===== src/hdl/sx_pkg.sv =====
// Constants, types and helpers shared by the serial transceiver.
// Assumes a single 50 MHz master clock and an APB master with 32-bit data.
// Operation
// Each character is 8 data bits, no parity, one stop bit.
// Transmit line sits high while no character is being sent.
// Start bit low, data LSB first, stop bit high.
// Transmitter drives exactly ten bit periods per character.
// Status bit 4 framing error, bit 3 overrun, bit 2 receive full.
// Status bit 1 transmit holding full, bit 0 transmit shifter running.
// On receive transfer, overrun takes the previous receive-full value.
// Low data read returns character in 7:0, clears receive full.
// Receive interrupt pulses when a character reaches the holding register.
// Low data write takes bits 7:0; idle transmitter starts at once.
// Write while busy sets transmit full and holds the character.
// High data register works alike with the character in 15:8.
// Divider: first divider in 15:8, second in 7:0, resets to zero.
// Software keeps second divider within 6..255 and sets dividers first.
// Bit rate is master clock over (first divider plus one) times second.
// Holding empties and transmit interrupt fires when shifting starts.
// Software writes one character per transmit interrupt, never when full.
// A falling receive line while idle marks a start bit.
// Data bits sampled mid-bit by fixed timer, shifted in LSB first.
// Low stop bit sets framing error, then receiver returns idle.
// Receive sampling tick is the first divider output.
// First data sample 1.5 bits after start edge; interrupts are pulses.

package sx_pkg;

    // ----------------------------------------------------------------
    // Register map (printed offsets are word indices)
    // ----------------------------------------------------------------
    localparam logic [31:0] IDX_STATUS = 32'h0000C028;
    localparam logic [31:0] IDX_CHAR_LO = 32'h0000C029;
    localparam logic [31:0] IDX_CHAR_HI = 32'h0000C02A;
    localparam logic [31:0] IDX_DIV = 32'h0000C02B;
    localparam logic [31:0] ADDR_STATUS = IDX_STATUS << 2;
    localparam logic [31:0] ADDR_CHAR_LO = IDX_CHAR_LO << 2;
    localparam logic [31:0] ADDR_CHAR_HI = IDX_CHAR_HI << 2;
    localparam logic [31:0] ADDR_DIV = IDX_DIV << 2;

    // ----------------------------------------------------------------
    // Fields
    // ----------------------------------------------------------------
    localparam int ST_FRAME = 4;
    localparam int ST_ORUN = 3;
    localparam int ST_RXFULL = 2;
    localparam int ST_TXFULL = 1;
    localparam int ST_TXRUN = 0;
    localparam int ST_W = 5;
    localparam int CHAR_W = 8;
    localparam int CHAR_LO_LSB = 0;
    localparam int CHAR_HI_LSB = 8;
    localparam int DIV_D1_LSB = 8;
    localparam int DIV_D2_LSB = 0;
    localparam logic [15:0] DIV_RST = 16'h0000;
    localparam logic [7:0] CHAR_RST = 8'h00;

    // ----------------------------------------------------------------
    // Framing
    // ----------------------------------------------------------------
    localparam logic [3:0] FRAME_BITS = 4'hA;
    localparam logic [3:0] DATA_BITS = 4'h8;
    localparam logic START_BIT = 1'b0;
    localparam logic STOP_BIT = 1'b1;
    localparam logic LINE_IDLE = 1'b1;

    typedef enum logic {TX_IDLE, TX_SHIFT} sx_tx_state_t;
    typedef enum logic [1:0] {RX_IDLE, RX_DATA, RX_STOP} sx_rx_state_t;

    // A limit of zero ends the bit on every tick so a bad divider cannot hang
    function automatic logic sx_bit_done(input logic [8:0] cnt, input logic [8:0] lim);
        sx_bit_done = (lim == 9'h000) ? 1'b1 : (cnt >= lim - 9'h001);
    endfunction : sx_bit_done

endpackage : sx_pkg


===== src/hdl/sx_tick_if.sv =====
// Carries the first divider setting to the prescaler and its tick back.
// Assumes both ends sit on the same master clock.
`timescale 1ns/1ps

interface sx_tick_if;
    logic [7:0] prescale;
    logic tick;
    modport src (input prescale, output tick);
    modport dst (output prescale, input tick);
endinterface : sx_tick_if


===== src/hdl/sx_prescaler.sv =====
// First divider: one tick every prescale+1 master clocks.
// Assumes prescale comes from a register on the same clock.
`timescale 1ns/1ps

module sx_prescaler
(
    input logic i_sys_clk,
    input logic i_rst_b,
    sx_tick_if.src tk
);

    logic [7:0] cnt_r;
    logic tick_r;
    logic wrap;

    assign wrap = cnt_r >= tk.prescale;
    assign tk.tick = tick_r;

    // ----------------------------------------------------------------
    // Divide by prescale plus one
    // ----------------------------------------------------------------
    always_ff @(posedge i_sys_clk or negedge i_rst_b)
    begin
        if (!i_rst_b)
        begin
            cnt_r <= 8'h00;
            tick_r <= 1'b0;
        end
        else
        begin
            cnt_r <= wrap ? 8'h00 : cnt_r + 8'h01;
            tick_r <= wrap;
        end
    end

endmodule : sx_prescaler


===== src/hdl/sx_serial.sv =====
// Serial 8N1 transceiver with an APB register slave.
// Assumes APB master on i_sys_clk; i_rxd is asynchronous to it.
//
// Added by the designer: the APB interface to the registers.
`timescale 1ns/1ps

module sx_serial
(
    input logic i_sys_clk,
    input logic i_rst_b,
    input logic i_psel,
    input logic i_penable,
    input logic i_pwrite,
    input logic [31:0] i_paddr,
    input logic [31:0] i_pwdata,
    output logic [31:0] o_prdata,
    output logic o_pready,
    output logic o_pslverr,
    input logic i_rxd,
    output logic o_txd,
    output logic o_tx_irq,
    output logic o_rx_irq
);

    sx_tick_if tk ();

    logic [15:0] div_r;
    logic pready_r;
    logic pslverr_r;
    logic [31:0] prdata_r;
    sx_pkg::sx_tx_state_t tx_state_r;
    logic [9:0] tx_shift_r;
    logic [3:0] tx_bit_r;
    logic [8:0] tx_cnt_r;
    logic [7:0] tx_hold_r;
    logic tx_full_r;
    logic tx_irq_r;
    logic [2:0] rx_s_r;
    logic rx_lvl_r;
    sx_pkg::sx_rx_state_t rx_state_r;
    logic [8:0] rx_cnt_r;
    logic [8:0] rx_lim_r;
    logic [3:0] rx_bit_r;
    logic [7:0] rx_shift_r;
    logic [7:0] rx_hold_r;
    logic rx_full_r;
    logic rx_orun_r;
    logic frame_err_r;
    logic rx_irq_r;

    sx_prescaler u_pre
    (
        .i_sys_clk (i_sys_clk),
        .i_rst_b (i_rst_b),
        .tk (tk.src)
    );

    // ----------------------------------------------------------------
    // APB decode
    // ----------------------------------------------------------------
    wire [7:0] d1 = div_r[sx_pkg::DIV_D1_LSB +: 8];
    wire [7:0] d2 = div_r[sx_pkg::DIV_D2_LSB +: 8];
    assign tk.prescale = d1;
    wire acc = i_psel & i_penable;
    wire done = acc & pready_r;
    wire sel_st = i_paddr == sx_pkg::ADDR_STATUS;
    wire sel_lo = i_paddr == sx_pkg::ADDR_CHAR_LO;
    wire sel_hi = i_paddr == sx_pkg::ADDR_CHAR_HI;
    wire sel_div = i_paddr == sx_pkg::ADDR_DIV;
    wire hit = sel_st | sel_lo | sel_hi | sel_div;
    wire wr_lo = done & i_pwrite & sel_lo;
    wire wr_hi = done & i_pwrite & sel_hi;
    wire wr_div = done & i_pwrite & sel_div;
    wire wr_chr = wr_lo | wr_hi;
    wire rd_chr = done & ~i_pwrite & (sel_lo | sel_hi);
    // Other bits of the written word are ignored
    wire [7:0] wchar = wr_hi ? i_pwdata[sx_pkg::CHAR_HI_LSB +: sx_pkg::CHAR_W]
                             : i_pwdata[sx_pkg::CHAR_LO_LSB +: sx_pkg::CHAR_W];

    // ----------------------------------------------------------------
    // Read data
    // ----------------------------------------------------------------
    wire tx_busy = tx_state_r != sx_pkg::TX_IDLE;
    logic [sx_pkg::ST_W-1:0] status_w;
    assign status_w[sx_pkg::ST_FRAME] = frame_err_r;
    assign status_w[sx_pkg::ST_ORUN] = rx_orun_r;
    assign status_w[sx_pkg::ST_RXFULL] = rx_full_r;
    assign status_w[sx_pkg::ST_TXFULL] = tx_full_r;
    assign status_w[sx_pkg::ST_TXRUN] = tx_busy;
    wire [31:0] rd_mux = sel_st ? {27'h0, status_w}
                       : sel_lo ? {24'h0, rx_hold_r}
                       : sel_hi ? {16'h0, rx_hold_r, 8'h00}
                       : sel_div ? {16'h0, div_r}
                       : 32'h0;

    // One wait state so read data and pready both leave flip-flops
    always_ff @(posedge i_sys_clk or negedge i_rst_b)
    begin
        if (!i_rst_b)
        begin
            pready_r <= 1'b0;
            pslverr_r <= 1'b0;
            prdata_r <= 32'h0;
        end
        else
        begin
            pready_r <= acc & ~pready_r;
            pslverr_r <= acc & ~pready_r & ~hit;
            prdata_r <= (acc & ~pready_r) ? rd_mux : 32'h0;
        end
    end

    always_ff @(posedge i_sys_clk or negedge i_rst_b)
    begin
        if (!i_rst_b)
            div_r <= sx_pkg::DIV_RST;
        else if (wr_div)
            div_r <= i_pwdata[15:0];
    end

    // ----------------------------------------------------------------
    // Transmitter
    // ----------------------------------------------------------------
    wire tx_bit_end = tx_busy & tk.tick & sx_pkg::sx_bit_done(tx_cnt_r, {1'b0, d2});
    wire tx_last = tx_bit_end & (tx_bit_r == sx_pkg::FRAME_BITS - 4'h1);
    wire load_wr = wr_chr & ~tx_busy & ~tx_full_r;
    wire load_hold = tx_full_r & (~tx_busy | tx_last);
    wire tx_load = load_wr | load_hold;
    wire [7:0] tx_src = load_hold ? tx_hold_r : wchar;

    always_ff @(posedge i_sys_clk or negedge i_rst_b)
    begin
        if (!i_rst_b)
        begin
            tx_state_r <= sx_pkg::TX_IDLE;
            tx_shift_r <= '1;
            tx_bit_r <= 4'h0;
            tx_cnt_r <= 9'h000;
        end
        else if (tx_load)
        begin
            tx_state_r <= sx_pkg::TX_SHIFT;
            tx_shift_r <= {sx_pkg::STOP_BIT, tx_src, sx_pkg::START_BIT};
            tx_bit_r <= 4'h0;
            tx_cnt_r <= 9'h000;
        end
        else if (tx_busy & tk.tick)
        begin
            tx_cnt_r <= tx_bit_end ? 9'h000 : tx_cnt_r + 9'h001;
            if (tx_bit_end)
            begin
                tx_shift_r <= {sx_pkg::LINE_IDLE, tx_shift_r[9:1]};
                tx_bit_r <= tx_bit_r + 4'h1;
            end
            if (tx_last)
                tx_state_r <= sx_pkg::TX_IDLE;
        end
    end

    // Holding register; a new write beats the drain in the same cycle
    always_ff @(posedge i_sys_clk or negedge i_rst_b)
    begin
        if (!i_rst_b)
        begin
            tx_hold_r <= sx_pkg::CHAR_RST;
            tx_full_r <= 1'b0;
            tx_irq_r <= 1'b0;
        end
        else
        begin
            if (wr_chr & ~load_wr)
            begin
                tx_hold_r <= wchar;
                tx_full_r <= 1'b1;
            end
            else if (load_hold)
                tx_full_r <= 1'b0;
            tx_irq_r <= tx_load;
        end
    end

    // ----------------------------------------------------------------
    // Receiver
    // ----------------------------------------------------------------
    // Bit 0 only feeds bit 1; a level counts once bits 1 and 2 agree
    always_ff @(posedge i_sys_clk or negedge i_rst_b)
    begin
        if (!i_rst_b)
        begin
            rx_s_r <= 3'h7;
            rx_lvl_r <= sx_pkg::LINE_IDLE;
        end
        else
        begin
            rx_s_r <= {rx_s_r[1:0], i_rxd};
            if (rx_s_r[1] == rx_s_r[2])
                rx_lvl_r <= rx_s_r[2];
        end
    end

    wire rx_fall = rx_lvl_r & (rx_s_r[2:1] == 2'b00);
    wire rx_samp = tk.tick & sx_pkg::sx_bit_done(rx_cnt_r, rx_lim_r);
    wire rx_done = (rx_state_r == sx_pkg::RX_STOP) & rx_samp;
    // First sample one and a half bits after the start edge
    wire [8:0] rx_first = {1'b0, d2} + {2'b00, d2[7:1]};

    always_ff @(posedge i_sys_clk or negedge i_rst_b)
    begin
        if (!i_rst_b)
        begin
            rx_state_r <= sx_pkg::RX_IDLE;
            rx_cnt_r <= 9'h000;
            rx_lim_r <= 9'h000;
            rx_bit_r <= 4'h0;
            rx_shift_r <= sx_pkg::CHAR_RST;
        end
        else
        begin
            if (tk.tick)
                rx_cnt_r <= rx_samp ? 9'h000 : rx_cnt_r + 9'h001;
            case (rx_state_r)
                sx_pkg::RX_IDLE:
                begin
                    if (rx_fall)
                    begin
                        rx_state_r <= sx_pkg::RX_DATA;
                        rx_cnt_r <= 9'h000;
                        rx_lim_r <= rx_first;
                        rx_bit_r <= 4'h0;
                    end
                end
                sx_pkg::RX_DATA:
                begin
                    if (rx_samp)
                    begin
                        rx_shift_r <= {rx_lvl_r, rx_shift_r[7:1]};
                        rx_lim_r <= {1'b0, d2};
                        rx_bit_r <= rx_bit_r + 4'h1;
                        if (rx_bit_r == sx_pkg::DATA_BITS - 4'h1)
                            rx_state_r <= sx_pkg::RX_STOP;
                    end
                end
                sx_pkg::RX_STOP:
                begin
                    if (rx_samp)
                        rx_state_r <= sx_pkg::RX_IDLE;
                end
                default:
                    rx_state_r <= sx_pkg::RX_IDLE;
            endcase
        end
    end

    // A transfer in the cycle of a read leaves the flag set
    always_ff @(posedge i_sys_clk or negedge i_rst_b)
    begin
        if (!i_rst_b)
        begin
            rx_hold_r <= sx_pkg::CHAR_RST;
            rx_full_r <= 1'b0;
            rx_orun_r <= 1'b0;
            frame_err_r <= 1'b0;
            rx_irq_r <= 1'b0;
        end
        else
        begin
            if (rx_done)
            begin
                rx_hold_r <= rx_shift_r;
                rx_orun_r <= rx_full_r;
                frame_err_r <= ~rx_lvl_r;
                rx_full_r <= 1'b1;
            end
            else if (rd_chr)
                rx_full_r <= 1'b0;
            rx_irq_r <= rx_done;
        end
    end

    // ----------------------------------------------------------------
    // Outputs
    // ----------------------------------------------------------------
    assign o_prdata = prdata_r;
    assign o_pready = pready_r;
    assign o_pslverr = pslverr_r;
    assign o_txd = tx_shift_r[0];
    assign o_tx_irq = tx_irq_r;
    assign o_rx_irq = rx_irq_r;
endmodule : sx_serial


===== config.mk =====
export PLATFORM = sky130hd
export DESIGN_NAME = sx_serial
export DESIGN_NICKNAME = d
export VERILOG_FILES = /design/src/hdl/sx_pkg.sv /design/src/hdl/sx_tick_if.sv /design/src/hdl/sx_prescaler.sv /design/src/hdl/sx_serial.sv
export SDC_FILE = /design/constraint.sdc
export NUM_CORES = 1
export LEC_CHECK = 0
export ABC_CLOCK_PERIOD_IN_PS = 5750
export BUFFER_PORTS_ARGS = -buffer_cell sky130_fd_sc_hd__buf_2
export CAP_MARGIN = 10
export CORE_MARGIN = 2
export CORE_UTILIZATION = 30
export DETAILED_ROUTE_END_ITERATION = 10
export PLACE_DENSITY = 0.51
export SLEW_MARGIN = 10
export SYNTH_ARGS = -nofsm -noshare
export SYNTH_HDL_FRONTEND = slang
export SYNTH_SLANG_ARGS = --single-unit

===== constraint.sdc =====
create_clock -name i_sys_clk -period 5.75 [get_ports i_sys_clk]
set_input_delay 0.2875 -clock i_sys_clk [delete_from_list [all_inputs] [get_ports i_sys_clk]]
set_output_delay 0.2875 -clock i_sys_clk [all_outputs]
set_load 0.05 [all_outputs]

==> flow_summary_export.csv <==
group,metric,value,unit
worst_setup_path,worstReg2RegEnd,"tx_shift_r[8]$_DFFE_PN1P_",
worst_setup_path,rr_startpoint,"div_r[2]$_DFFE_PN0P_",
worst_setup_path,path_cells,"inv_1 > ha_1 > inv_1 > o21ai_0 > nand2_1 > nand2_1 > xnor2_1 > ha_1 > a21o_1 > a221oi_1 > o21ai_0 > a22oi_2 > buf_4 > nand3_1 > o221a_2",
sta,rsz0062_at_grt,"no",
place,dp_slack,2070,ps
detailed_routing,num_vias,5043,
floorplanning,core_area,22800,sq um
worst_setup_path,worst-setup-path-type,"reg2reg",
floorplanning,die_width,157,um
detailed_routing,totalWireLength,16.1,mm
sta,period_share,63.4,%
power,p_leak,4.01,nW
sta,fin_skew,8.77,ps
yosys,synth_edf_count,0,
worst_setup_path,path_buf_inv,3,
global_route,overflow,0,
detailed_routing,drc_errors,0,
place,place_inst,1048,
clocking,cts_tree,"yes",
floorplanning,die_h,157,um
run_status,status,"completed",
detailed_routing,drt-wirelength-per-cell,14.9,um
worst_setup_path,crit_slowest_cell,"dfrtp_1",
detailed_routing,drtPass1Iterations,4,
worst_setup_path,critical-path-top-delay-family,"compound AO/OA/AOI/OAI gates",
power,power.total,2.34,mW
global_route,grt_pass1_vias,5000,
place,port_buffers,74,
sta,setup_slack,2110,ps
yosys,synth_cell_types,67,
worst_setup_path,cp.depth,15,
worst_setup_path,crit_fanout,15,
global_route,grt_max_degree,76,
worst_setup_path,crit_arrival,3990,ps
sta,whs,29.2,ps
cells_and_area,fin_util,36.3,%
worst_setup_path,rrSetupSlack,2110,ps
power,ir_drop,0.198,mV
clocking,ctsResizeCount,0,
yosys,synth.area.top_cells,"dfrtp_1, ha_1, mux2i_1",
yosys,synth.top_cell.area_share,39.5,%
place,place_congestion,0.800,
place,dpl.hpwl,11.8,mm
sta,tightest_slew,979,ps
sta,fin_crit,3640,ps
yosys,yosysTopAreaCell,"dfrtp_1",
run,maxCapViolations,0,
worst_setup_path,end_kind,"flop",
floorplanning,dieArea,24700,sq um
clocking,cts_num_sinks,124,
clocking,ctsLongestPathBuffers,2,
floorplanning,boundaryPins,107,
worst_setup_path,ff2ff_path_depth,15,
global_route,grt_pass1_wl,26.8,mm
yosys,syn_area_per_cell,10.3,sq um
floorplanning,std_cell_rows,55,
clocking,cts_buffers,17,
yosys,synthArstFlopShare,100,%
global_route,antenna_found_initial,0,
clocking,h-tree-depth,4,
detailed_routing,via_per_inst,4.67,
detailed_routing,drtIter0Drc,241,
worst_setup_path,startpoint,"div_r[2]$_DFFE_PN0P_",
sta,slew_violations,0,
power,powerDensity,283,nW/um^2
yosys,netlist_area,7020,sq um
worst_setup_path,slowest_delay,420,ps
worst_setup_path,cp-start-kind,"flop",
yosys,synth_warnings,0,
floorplanning,start_util,30.8,%
sta,slew_headroom,34.7,%
yosys,yosysSeqAreaShare,44.4,%
worst_setup_path,critPathRequiredTime,6090,ps
global_route,grtUsageTotal,13.9,%
clocking,clk_latency,420,ps
sta,max_freq,274,MHz
worst_hold_path,hold_class,"in2async",
place,place_area,7640,sq um
sta,fin_setup_tns,0,ps
yosys,synth_seq_cells,124,
cells_and_area,antenna_cells,0,
clocking,cts_root_buf,"clkbuf_16",
cells_and_area,final_area,8270,sq um
yosys,synth_top_flop_cell,"dfrtp_1",
cells_and_area,drive_above_1_share,21.1,%
yosys,syn_inst,679,
sta,setup_viol,0,
detailed_routing,final_antenna_net_count,0,
cells_and_area,instances_no_fill,1081,
cells_and_area,area_delta_synth_final,17.8,%
clocking,clkTransAtPathRegs,60,ps
cells_and_area,layout.nets,879,
sta,hold_viol_final,0,
-- worst max-delay path by stage --
stage,endpoint,slack (ps)
global placement,tx_shift_r[8]$_DFFE_PN1P_,2090
floorplan,tx_shift_r[7]$_DFFE_PN1P_,2630
CTS,tx_shift_r[8]$_DFFE_PN1P_,2060
detailed placement,tx_shift_r[8]$_DFFE_PN1P_,2070
finish,tx_shift_r[8]$_DFFE_PN1P_,2110
global route,tx_shift_r[8]$_DFFE_PN1P_,1790
-- logic make-up (layout without fill, tap and decap cells) --
family          count (synthesis)  after routing  synth area share, %
compound gates                115            115                 10.9
xor+xnor                       36             36                 4.49
fa+ha+maj                      54             54                 9.73
buf+inv                        70            144                 5.13
flops                         124            124                 44.4
mux                            63             63                 9.41
other cells                     1             16               0.0534
simple gates                  216            216                 15.9
-- cell usage in the layout (no fill, tap or decap), types with 3 or more instances in the layout --
master / instances
xor2_1: 17
buf_4: 4
a21oi_1: 20
buf_2: 73
nor2b_1: 4
nand2b_1: 11
mux2i_1: 39
nor4_1: 6
dfrtp_1: 111
o221ai_1: 7
ha_1: 53
and3_1: 10
nor4b_1: 4
or3_1: 4
nor3_1: 11
clkbuf_16: 17
xnor2_1: 19
nor2_1: 55
o22a_1: 5
o21ai_2: 3
conb_1: 16
nand3_1: 18
mux2_2: 24
a211oi_1: 5
nor3b_1: 3
or4_4: 3
bufinv_16: 4
nand2_1: 59
o21ai_1: 8
dfstp_2: 13
and2_1: 3
a31oi_1: 5
nand4_1: 12
clkinvlp_4: 4
a21o_1: 10
o21ai_0: 31
inv_1: 33
-- per-layer routing --
layer	vias to the layer above	global-route usage, %	part of all wire [%]
met5	-	0	0
met4	0	3.64	0.54
met3	8	2.81	2.6
met2	74	22.5	47
met1	2426	19.1	50
li1	2535	-	-
-- worst register-to-register path: cells and delay by family (launching register included) --
kind / cells / cell delay, ps
flip-flops: 1 / 420
AND/OR/NAND/NOR: 3 / 520
adder cells (fa/ha/maj): 2 / 480
XOR/XNOR: 1 / 120
AO/OA/AOI/OAI: 6 / 1490
buffers and inverters: 3 / 560
-- layout make-up --
| type | count | area [sq um] |
|---|---|---|
| fillers | 2292 | 14500 |
| multi-input cells | 500 | 3610 |
| flip-flops and latches | 124 | 3120 |
| clock buffers | 19 | 433 |
| repair buffers | 78 | 405 |
| well taps | 313 | 392 |
| clock inverters | 13 | 190 |
| inverters | 34 | 128 |
-- power by group --
group / switching, mW / internal, mW / total [mW] / leakage [nW]
Combinational: 0.150 / 0.100 / 0.250 / 2.20
Clock: 0.408 / 0.728 / 1.14 / 0.290
Sequential: 0.0446 / 0.908 / 0.953 / 1.52
-- state kept, by name, summed over array words and instances, names as in the netlist, 2 cells and up --
register,cells
div_r,16
rx_state_r,2
rx_shift_r,8
o_prdata,16
tx_cnt_r,9
u_pre.cnt_r,8
rx_lim_r,9
rx_cnt_r,9
tx_shift_r,9
tx_hold_r,8
rx_s_r,3
rx_hold_r,8
tx_bit_r,4
rx_bit_r,4
-- synthesized netlist by cell type, types with 3 or more instances --
library cell,count
dfrtp_1,111
nand2_1,59
nor2_1,55
ha_1,53
mux2i_1,39
inv_1,33
o21ai_0,31
mux2_2,24
a21oi_1,20
xnor2_1,19
nand3_1,18
buf_4,17
xor2_1,17
dfstp_2,13
nand4_1,12
nor3_1,12
nand2b_1,11
a21o_1,10
and3_1,10
clkbuf_1,10
o21ai_1,8
o221ai_1,7
nor4_1,6
a211oi_1,5
a31oi_1,5
o22a_1,5
buf_6,4
nor2b_1,4
nor4b_1,4
or3_1,4
and2_1,3
buf_2,3
nor3b_1,3
o21ai_2,3
or4_4,3
-- what timing repair did --
item	4_1_cts	5_1_grt
buffers inserted	0	0
endpoints found under the hold margin	1	0
hold buffers	1	0
Power figures use the tool's default switching activity.
